==> src/hw/ubcs_map.vh <==
// Register offsets, field positions and reset values for the baud/status block
`ifndef UBCS_MAP_VH
`define UBCS_MAP_VH
`define UBCS_OFF_FIFO_STATUS   8'h08
`define UBCS_OFF_EVENT_STATUS  8'h0c
`define UBCS_OFF_DIVISOR       8'h20
`define UBCS_OFF_RX_COUNT      8'h5c
`define UBCS_OFF_TX_COUNT      8'h60
`define UBCS_OFF_AUTOCONFIG    8'h64
`define UBCS_CNT_W             17
`define UBCS_DIV_RESET         17'h0_0000
`define UBCS_THLD_W            5
`define UBCS_EV_RX_LEVEL       0
`define UBCS_EV_PARITY         1
`define UBCS_EV_OVERRUN        2
`define UBCS_EV_FRAMING        3
`define UBCS_EV_TX_LEVEL       4
`define UBCS_EV_AUTOCFG        5
`define UBCS_EV_MATCH_LO       6
`define UBCS_EV_CHAR_ZERO      9
`define UBCS_EV_MODEM_LO       10
`define UBCS_EV_BREAK          14
`define UBCS_EV_AUTOBAUD       15
`endif

==> src/hw/ubcs_core.v <==
// Baud counters, FIFO status and event status registers of the serial port
//
// Contract
// Transmit and receive baud counters are 17-bit, decrementing every clock.
// Counter reloads divisor or half divisor at zero and on divisor write.
// Receive counter loads half divisor when character sampling starts.
// Receive count reads at 0x05C, transmit count at 0x060, live, read-only.
// FIFO status at 0x008 is read-only; writes do nothing.
// Bit 7 receiver idle; bit 6 transmit shift register empty.
// Bits 5,3,2,0: transmit full, transmit empty, receive full, empty.
// Bit 1 set when receive count is at or above receive threshold.
// Event bit 4 follows transmit level condition.
// Event status at 0x00C is read-only; writes ignored.
// Bits 13..10 set on modem input change; cleared by read.
// Bit 9 set when character counter reaches zero; cleared by read.
// Bits 8..6 set on match 2..0; cleared by read.
// Bit 5 set once per autoconfig completion; cleared by autoconfig read.
// Bit 2 set on overrun; cleared by read.
// Bit 1 set on parity error; cleared by read.
// Event bit 0 follows receive level condition.
// FIFO status bit 4 set when transmit count at or below threshold.
// Bit 15 set once per bad autobaud measurement; cleared by read.
// Bit 3 framing error, bit 14 break once per break; cleared by read.
`timescale 1ns/1ps
`include "ubcs_map.vh"
module ubcs_core #(
    parameter CNT_W  = `UBCS_CNT_W,
    parameter THLD_W = `UBCS_THLD_W,
    parameter LVL_W  = 6
) (
    input  wire              clk,
    input  wire              resetn,
    input  wire [7:0]        reg_addr,
    input  wire [31:0]       reg_wdata,
    input  wire              reg_wr,
    input  wire              reg_rd,
    output reg  [31:0]       reg_rdata,
    input  wire              rx_sample_start,
    input  wire              rx_half_load,
    input  wire              tx_half_load,
    input  wire              receiver_idle_flag,
    input  wire              shift_register_empty,
    input  wire              transmit_fifo_full,
    input  wire              transmit_fifo_empty,
    input  wire              receive_fifo_full,
    input  wire              receive_fifo_empty,
    input  wire [LVL_W-1:0]  rx_fifo_level,
    input  wire [LVL_W-1:0]  tx_fifo_level,
    input  wire [THLD_W-1:0] rx_threshold,
    input  wire [THLD_W-1:0] tx_threshold,
    input  wire [3:0]        modem_in,
    input  wire              char_count_zero,
    input  wire [2:0]        pattern_match_flags,
    input  wire              autoconfig_complete,
    input  wire              overrun_error,
    input  wire              parity_error,
    input  wire              framing_error,
    input  wire              break_seen,
    input  wire              autobaud_range_error,
    output reg  [CNT_W-1:0]  receive_bit_counter,
    output reg  [CNT_W-1:0]  transmit_bit_counter,
    output reg               rx_baud_tick,
    output reg               tx_baud_tick
);

    function [CNT_W-1:0] next_count;
        input [CNT_W-1:0] cur;
        input [CNT_W-1:0] div;
        input             reload;
        input             half;
        begin
            if (reload || cur == {CNT_W{1'b0}}) begin
                next_count = half ? (div >> 1) : div;
            end else begin
                next_count = cur - {{(CNT_W-1){1'b0}}, 1'b1};
            end
        end
    endfunction

    reg  [CNT_W-1:0] divisor_reg;
    reg  [3:0]       modem_s1_reg;
    reg  [3:0]       modem_s2_reg;
    reg  [3:0]       modem_prev_reg;
    reg  [15:0]      event_reg;
    reg              break_prev_reg;
    reg              baud_err_prev_reg;
    reg              acfg_prev_reg;
    reg  [15:0]      event_next;
    reg  [31:0]      rdata_next;
    wire             div_wr;
    wire [CNT_W-1:0] div_load;
    wire             ev_rd;
    wire             acfg_rd;
    wire             rx_level_met;
    wire             tx_level_met;
    wire [7:0]       fifo_status;
    wire [3:0]       modem_change;

    assign div_wr  = reg_wr && reg_addr == `UBCS_OFF_DIVISOR;
    // A divisor write loads the counters with the value being written, or half of it when half load is set
    assign div_load = div_wr ? reg_wdata[CNT_W-1:0] : divisor_reg;
    assign ev_rd   = reg_rd && reg_addr == `UBCS_OFF_EVENT_STATUS;
    assign acfg_rd = reg_rd && reg_addr == `UBCS_OFF_AUTOCONFIG;
    assign rx_level_met = {{(LVL_W-THLD_W){1'b0}}, rx_threshold}
                          <= rx_fifo_level;
    assign tx_level_met = tx_fifo_level
                          <= {{(LVL_W-THLD_W){1'b0}}, tx_threshold};
    assign fifo_status = {receiver_idle_flag, shift_register_empty,
                          transmit_fifo_full, tx_level_met,
                          transmit_fifo_empty, receive_fifo_full,
                          rx_level_met, receive_fifo_empty};
    assign modem_change = modem_s2_reg ^ modem_prev_reg;

    // Baud counters and divisor
    always @(posedge clk or negedge resetn) begin
        if (!resetn) begin
            divisor_reg          <= `UBCS_DIV_RESET;
            receive_bit_counter  <= {CNT_W{1'b0}};
            transmit_bit_counter <= {CNT_W{1'b0}};
            rx_baud_tick         <= 1'b0;
            tx_baud_tick         <= 1'b0;
        end else begin
            if (div_wr) begin
                divisor_reg <= reg_wdata[CNT_W-1:0];
            end
            receive_bit_counter <= next_count(receive_bit_counter,
                div_load, div_wr || rx_sample_start,
                rx_half_load || rx_sample_start);
            transmit_bit_counter <= next_count(transmit_bit_counter,
                div_load, div_wr, tx_half_load);
            rx_baud_tick <= receive_bit_counter == {CNT_W{1'b0}};
            tx_baud_tick <= transmit_bit_counter == {CNT_W{1'b0}};
        end
    end

    // Events, sticky except level bits 0 and 4: a set in the clearing cycle wins
    always @* begin
        event_next = event_reg;
        if (ev_rd) begin
            event_next[15:6] = 10'h000;
            event_next[3:1]  = 3'h0;
        end
        if (acfg_rd) begin
            event_next[`UBCS_EV_AUTOCFG] = 1'b0;
        end
        event_next[`UBCS_EV_RX_LEVEL] = rx_level_met;
        event_next[`UBCS_EV_TX_LEVEL] = tx_level_met;
        if (parity_error) event_next[`UBCS_EV_PARITY] = 1'b1;
        if (overrun_error) event_next[`UBCS_EV_OVERRUN] = 1'b1;
        if (framing_error) event_next[`UBCS_EV_FRAMING] = 1'b1;
        if (autoconfig_complete && !acfg_prev_reg) begin
            event_next[`UBCS_EV_AUTOCFG] = 1'b1;
        end
        event_next[8:6] = event_next[8:6] | pattern_match_flags;
        if (char_count_zero) event_next[`UBCS_EV_CHAR_ZERO] = 1'b1;
        event_next[13:10] = event_next[13:10] | modem_change;
        if (break_seen && !break_prev_reg) begin
            event_next[`UBCS_EV_BREAK] = 1'b1;
        end
        if (autobaud_range_error && !baud_err_prev_reg) begin
            event_next[`UBCS_EV_AUTOBAUD] = 1'b1;
        end
    end

    // Read mux; unmapped addresses read zero
    always @* begin
        case (reg_addr)
            `UBCS_OFF_FIFO_STATUS:  rdata_next = {24'h00_0000, fifo_status};
            `UBCS_OFF_EVENT_STATUS: rdata_next = {16'h0000, event_reg};
            `UBCS_OFF_DIVISOR:
                rdata_next = {{(32-CNT_W){1'b0}}, divisor_reg};
            `UBCS_OFF_RX_COUNT:
                rdata_next = {{(32-CNT_W){1'b0}}, receive_bit_counter};
            `UBCS_OFF_TX_COUNT:
                rdata_next = {{(32-CNT_W){1'b0}}, transmit_bit_counter};
            `UBCS_OFF_AUTOCONFIG:
                rdata_next = {31'h0000_0000, event_reg[`UBCS_EV_AUTOCFG]};
            default:                rdata_next = 32'h0000_0000;
        endcase
    end

    // Status writes are not decoded, so they have no effect
    always @(posedge clk or negedge resetn) begin
        if (!resetn) begin
            reg_rdata         <= 32'h0000_0000;
            event_reg         <= 16'h0000;
            modem_s1_reg      <= 4'h0;
            modem_s2_reg      <= 4'h0;
            modem_prev_reg    <= 4'h0;
            break_prev_reg    <= 1'b0;
            baud_err_prev_reg <= 1'b0;
            acfg_prev_reg     <= 1'b0;
        end else begin
            reg_rdata         <= reg_rd ? rdata_next : 32'h0000_0000;
            event_reg         <= event_next;
            modem_s1_reg      <= modem_in;
            modem_s2_reg      <= modem_s1_reg;
            modem_prev_reg    <= modem_s2_reg;
            break_prev_reg    <= break_seen;
            baud_err_prev_reg <= autobaud_range_error;
            acfg_prev_reg     <= autoconfig_complete;
        end
    end

endmodule

==> config.mk <==
export PLATFORM = sky130hd
export DESIGN_NAME = ubcs_core
export DESIGN_NICKNAME = d
export VERILOG_FILES = /design/src/hw/ubcs_core.v
export VERILOG_INCLUDE_DIRS = /design/src /design/src/hw
export SDC_FILE = /design/constraint.sdc
export NUM_CORES = 1
export LEC_CHECK = 0
export ABC_AREA = 0
export BUFFER_PORTS_ARGS = -buffer_cell sky130_fd_sc_hd__buf_2
export CAP_MARGIN = 10
export CORE_ASPECT_RATIO = 0.8
export CORE_MARGIN = 5
export CORE_UTILIZATION = 30
export CTS_CLUSTER_SIZE = 8
export DETAILED_ROUTE_END_ITERATION = 10
export GPL_TIMING_DRIVEN = 0
export PLACE_DENSITY = 0.48
export SYNTH_ARGS = -nofsm -noshare
export SYNTH_HDL_FRONTEND = slang
export SYNTH_SLANG_ARGS = --single-unit
export TNS_END_PERCENT = 10
==> constraint.sdc <==
create_clock -name clk -period 1.81 [get_ports clk]
set_input_delay 0.362 -clock clk [delete_from_list [all_inputs] [get_ports clk]]
set_output_delay 0.362 -clock clk [all_outputs]
set_load 0.01 [all_outputs]
==> results of run 1 <==
## report_power, final
part           leakage, nW  switching [mW]  total [mW]  internal, mW
clock network        0.130           0.967        1.92         0.952
registers             1.23           0.472        2.99          2.51
logic                 2.27            1.15        2.20          1.04
## synthesized netlist by cell type (all sizes together) (2+ instances only)
library cell / n / area, um^2
nor4: 5 / 67.6
or3: 5 / 31.3
nand4: 5 / 31.3
and4b: 2 / 20.0
inv: 18 / 67.6
o211ai: 6 / 45.0
xnor2: 20 / 175
nand2b: 2 / 12.5
and2: 4 / 25.0
a311oi: 2 / 17.5
a21o: 10 / 76.3
a21oi: 5 / 28.8
xor2: 10 / 87.6
a22oi: 21 / 158
mux2i: 40 / 400
dfrtp: 101 / 2530
buf: 34 / 210
mux2: 26 / 293
nor3: 15 / 86.3
o31ai: 2 / 15.0
and3: 2 / 12.5
o22ai: 15 / 93.8
nand3: 18 / 90.1
or2: 2 / 12.5
nand3b: 3 / 22.5
nor2: 43 / 161
o311ai: 2 / 17.5
o31a: 2 / 18.8
a31o: 4 / 35.0
a31oi: 8 / 50.1
nand2: 86 / 325
o21ai: 27 / 139
nor2b: 13 / 81.3
a211oi: 8 / 60.1
a2111oi: 6 / 52.6
clkbuf: 19 / 71.3
o22a: 14 / 123
nand4b: 3 / 26.3
nor3b: 2 / 26.3
ha: 12 / 150
## final cells by class
type                            instances  area share
Buffer                                 52      0.0410
Clock buffer                            9      0.0287
Clock inverter                          7     0.00719
Inverter                               18     0.00862
Multi-Input combinational cell        475       0.434
Sequential cell                       101       0.324
Tap cell                              264      0.0422
Timing Repair Buffer                  155       0.114
## path summary, 6_finish.rpt
path | start | endpoint | cells past startpoint
hold / removal | modem_in[2] | modem_s1_reg[2] | 1
setup / recovery | transmit_bit_counter[0] | transmit_bit_counter[16] | 9
max in group asynchronous | resetn | event_reg[2] | 3
setup reg to reg | transmit_bit_counter[0] | transmit_bit_counter[16] | 9
hold reg to reg | modem_s1_reg[2] | modem_s2_reg[2] | 0
min in group asynchronous | resetn | transmit_bit_counter[15] | 2
## logic make-up after synthesis
group | after synthesis | share of synthesized area
other | 1 | 0.000622
buffers and inverters | 71 | 0.0579
and+or+nand+nor | 213 | 0.175
AOI/OAI and AO/OA | 138 | 0.163
DFF | 101 | 0.419
adders and majority gates | 12 | 0.0249
xor gates and xnor gates | 30 | 0.0436
muxes | 66 | 0.115
## through the flow
step	setup WS, ps	power, mW	util	instances
CTS	-175	7.06	0.387	1070
global route	-250	7.48	0.396	1081
detailed placement	-762	4.89	0.358	1036
global placement	-946	4.82	0.357	1035
floorplan	-114	4.03	-	646
finish	-172	7.10	0.396	1081
## repair_timing
action / 4_1_cts / 5_1_grt
cloned: 0 / 2
buffers inserted: 18 / 9
hold endpoints to repair: 29 / 0
endpoints found under the setup margin: 61 / 60
pin swaps: 20 / 14
hold buffers: 1 / 0
gates resized for setup: 51 / 23
## worst register-to-register path: stages (launching register included)
cell	delay [ps]
dfrtp_2	430
inv_2	70
ha_4	120
nor3b_4	200
buf_6	140
nand2_2	50
or3_1	320
buf_6	140
o41a_1	320
o21ai_2	130
## metal layers
metal | vias up | part of all wire | GRT usage
met3 | 15 | 0.069 | 0.0453
li1 | 2607 | - | -
met1 | 2679 | 0.49 | 0.277
met4 | 0 | 0.0079 | 0.0329
met5 | - | 0 | 0
met2 | 213 | 0.43 | 0.269
==> flow_summary.yaml, run 1 <==
clock_tree:
  clock_latency_ps: 360
  cts_buffers: 9
  clock_path_buffers: 2
  path_clk_slew_ps: 80
  cts_root_buf: "clkbuf_16"
  htreeDepth: 3
  clock-sinks: 101
  cts_tree: "done"
sta:
  postLayoutSetupSlackWorst_ps: -172
  whs_ps: 109
  slew_headroom: 0.532
  fin_skew_ps: 6.09
  tightestPinTransition_ps: 703
  min_period_ps: 1980
  finalHoldViolations: 0
  setup_tns_ps: -1860
  setup_viol: 28
  max_freq_mhz: 504
  final_max_slew_viol_count: 0
  rsz0062_at_grt: "yes"
  min_period_over_period: 1.10
logic_synthesis:
  synth_edf_count: 0
  synth.distinct_cells: 63
  ys_ff_latch: 101
  synth_top_flop_cell: "dfrtp_1"
  ys_seq_area_frac: 0.419
  synth.cell_area_um2: 6030
  synth_cells: 632
  synth-async-reset-ratio: 1.00
  avgSynthCellArea_um2: 9.54
  yosysWarnings: 0
global_routing:
  first_global_vias: 5591
  grt_max_degree: 73
  grt-ovfl-total: 0
  antenna_found_initial: 0
  grt_util_all_layers: 0.184
  grt_pass1_wl_um: 33000
drt:
  wirelength_um: 21400
  avgViaCountPerCell: 5.10
  drc_errors: 0
  drt_iter0_markers: 396
  ant_nets: 0
  drtPass1Iterations: 5
  vias: 5514
  avgRoutedWirePerCell_um: 19.8
floorplanning:
  fp.dieW_um: 168
  start_util: 0.304
  fp.coreArea_um2: 19800
  num_io_pins: 157
  die_area_um2: 23000
  fp.dieH_um: 137
  rows: 46
flow_run:
  cap_violations: 0
power_and_ir_drop:
  total_leakage_power_nw: 3.63
  irDropWorstVdd_v: 0.000478
  power_density_nw_per_um2: 906
placement:
  routabilityCongestion: 0.850
  port_buffers: 125
  placed_area_um2: 7090
  dpl.hpwl_um: 16200
setup_path:
  cp.arrival_ps: 2270
  critPathTopFamily: "simple AND/OR/NAND/NOR gates"
  critPathKind: "flip-flop to flip-flop"
  required_ps: 2100
  crit_path_max_incr_delay_ps: 430
  cpMaxStageDelayCell: "dfrtp_2"
  path_buf_inv: 3
  rrSetupSlack_ps: -170
  crit_top_cell: "buf_6"
  cp-start-kind: "flip-flop"
  crit_fanout: 5
  worstPathCellList: "inv_2 > ha_4 > nor3b_4 > buf_6 > nand2_2 > or3_1 > buf_6 > o41a_1 > o21ai_2"
  end_kind: "flip-flop"
cells_and_area:
  fin_area_um2: 7840
  final_cell_mix: "134 x buf_2, 91 x dfrtp_1, 85 x nand2_1, 43 x buf_4"
  n_antenna_cell: 0
  final_common_cell: "buf_2"
  area_growth_pct: 30.0
  multi_input_area_um2: 3400
  register_area_um2: 2540
  drive_gt1_frac: 0.351
  final_nets: 913
  fillCellCount: 2051
outcome:
  failed_checks: "setup timing"
  status: "finished with violations"
hold_path:
  holdCritPathClass: "input port to flip-flop"
(Power assumes the default switching activity.)
==> run 2, diff against run 1 <==
CORE_MARGIN = not set   (was 5)
clock period = 1.64 ns   (was 1.81 ns; I/O delays follow)
==> run 2 against run 1 <==
Against the previous run:
- the flow still finishes with violations (setup timing)
- first-iteration DRC count decreased by 0.51%
- cell count shrank 0.83%
- wire length is 2.2% lower
- critical endpoint unchanged
- fmax shrank 3.4%
- sequential share of layout area is essentially flat
- worst hold slack got worse by 40 ps
- sequential cell count did not move
- non-clock buffer count is 2 lower
- clock power is 14% higher
- design area about the same
- utilization grew 0.97 points
- die area is 10% lower
==> flow_summary.yaml, run 2 (synthesis results as in run 1) <==
cells_and_area:
  final_cell_mix: "133 x buf_2, 90 x dfrtp_1, 85 x nand2_1, 41 x nor2_1"
  area_growth_pct: 29.9
  final_util: 0.405
  final_nets: 910
  n_antenna_cell: 0
  final_common_cell: "buf_2"
  fin_area_um2: 7830
  drive_gt1_frac: 0.350
drt:
  vias: 5531
  wl_met1_um: 10600
  avgViaCountPerCell: 5.16
  drc_errors: 0
  wirelength_um: 20900
  avgRoutedWirePerCell_um: 19.5
  drtPass1Iterations: 5
  wl_met3_um: 1190
  drt_iter0_markers: 394
  wl_met2_um: 8810
  ant_nets: 0
  top_layer: "met4"
outcome:
  failed_checks: "setup timing"
  status: "finished with violations"
setup_path:
  end_kind: "flip-flop"
  crit_path_max_incr_delay_ps: 440
  rrSetupSlack_ps: -410
  r2r_cells: 9
  required_ps: 1930
  cpMaxStageDelayCell: "dfrtp_2"
  crit_fanout: 5
  worstPathCellList: "inv_2 > ha_4 > nor3b_4 > buf_6 > nand2_2 > or3_1 > buf_6 > o41a_1 > o21ai_2"
  r2r_end: "transmit_bit_counter[16]"
  endpoint: "transmit_bit_counter[16]"
  critPathKind: "flip-flop to flip-flop"
  cp.arrival_ps: 2340
  r2r_start: "transmit_bit_counter[0]"
  cp-start-kind: "flip-flop"
  crit_top_cell: "buf_6"
  critPathLaunch: "transmit_bit_counter[0]"
hold_path:
  holdCritPathClass: "input port to flip-flop"
placement:
  placed_area_um2: 7080
  dpl.hpwl_um: 15500
  routabilityCongestion: 0.852
  port_buffers: 125
global_routing:
  grt_pass1_wl_um: 32300
  grt-ovfl-total: 0
  first_global_vias: 5374
  grt_util_all_layers: 0.207
  grt_max_degree: 63
  antenna_found_initial: 0
sta:
  finalHoldViolations: 0
  min_period_ps: 2050
  fin_skew_ps: 10.5
  setup_viol: 35
  tightestPinTransition_ps: 713
  final_max_slew_viol_count: 0
  postLayoutSetupSlackWorst_ps: -412
  rsz0062_at_grt: "yes"
  whs_ps: 69.2
  min_period_over_period: 1.25
  slew_headroom: 0.525
  setup_tns_ps: -9580
  max_freq_mhz: 487
clock_tree:
  cts_tree: "done"
  path_clk_slew_ps: 80
  cts_buffers: 9
  clock-sinks: 101
  htreeDepth: 3
  clock_path_buffers: 2
  cts_root_buf: "clkbuf_16"
  clock_latency_ps: 370
floorplanning:
  rows: 45
  num_io_pins: 157
  start_util: 0.312
  fp.dieH_um: 129
  die_area_um2: 20700
  fp.dieW_um: 160
  fp.coreArea_um2: 19300
power_and_ir_drop:
  total_leakage_power_nw: 3.63
  finalPower_mw: 7.92
  power_density_nw_per_um2: 1010
  irDropWorstVdd_v: 0.000571
flow_run:
  cap_violations: 0
==> run 2: cell count changes in the layout (fill, tap and decap cells not counted), moves of 2 or more <==
cell	delta
clkbuf_4	+3
o22ai_1	-2
clkbuf_1	+2
clkbuf_2	-4
buf_4	-3
o22ai_2	+2
clkinvlp_4	-3
o21ai_0	-2
==> run 2: layout make-up <==
| type | count | area, um^2 |
|---|---|---|
| Fill cell | 1948 | 11500 |
| Timing Repair Buffer | 153 | 882 |
| Tap cell | 258 | 323 |
| Sequential cell | 101 | 2540 |
| Clock inverter | 6 | 51.3 |
| Multi-Input combinational cell | 474 | 3400 |
| Buffer | 52 | 330 |
| Clock buffer | 10 | 239 |
| Inverter | 18 | 67.6 |
==> run 2: what timing repair did <==
action | CTS | global route
gates resized for setup | 52 | 28
buffers inserted | 11 | 14
hold endpoints to repair | 39 | 0
setup endpoints to repair | 62 | 63
gates cloned | 0 | 1
pin swaps | 27 | 15
hold buffers | 1 | 0
==> run 2: worst min-delay path by stage <==
stage          cells past startpoint             from  slack (ps)         endpoint
2_1_floorplan                      0           resetn          30    acfg_prev_reg
3_3_place_gp                       0  modem_s1_reg[3]         340  modem_s2_reg[3]
3_5_place_dp                       0  modem_s1_reg[1]         340  modem_s2_reg[1]
4_1_cts                            1      modem_in[2]          50  modem_s1_reg[2]
5_1_grt                            1      modem_in[2]          50  modem_s1_reg[2]
6_report                           1      modem_in[2]          70  modem_s1_reg[2]
==> run 2: where the power goes <==
group,leakage [nW],switching [mW],internal [mW],total (mW)
registers,1.23,0.568,2.78,3.34
logic,2.26,1.23,1.17,2.40
clock network,0.146,1.08,1.10,2.18
total,3.63,2.87,5.05,7.92
==> run 2: critical path, delay by kind of cell, from the launching register on <==
family	cells	cell delay [ps]
simple gates	3	630
compound gates	2	430
fa+ha+maj	1	120
flops	1	440
buf+inv	3	360
==> run 2: layer usage <==
metal	GRT usage	up-vias
met2	0.296	203
li1	-	2596
met5	0	-
met3	0.0416	26
met4	0.0622	0
met1	0.309	2706
==> run 2: metrics by stage <==
stage,setup WS (ps),std cells
floorplan,-284,646
global placement,-1120,1029
detailed placement,-882,1030
CTS,-413,1057
global route,-456,1072
finish,-412,1072
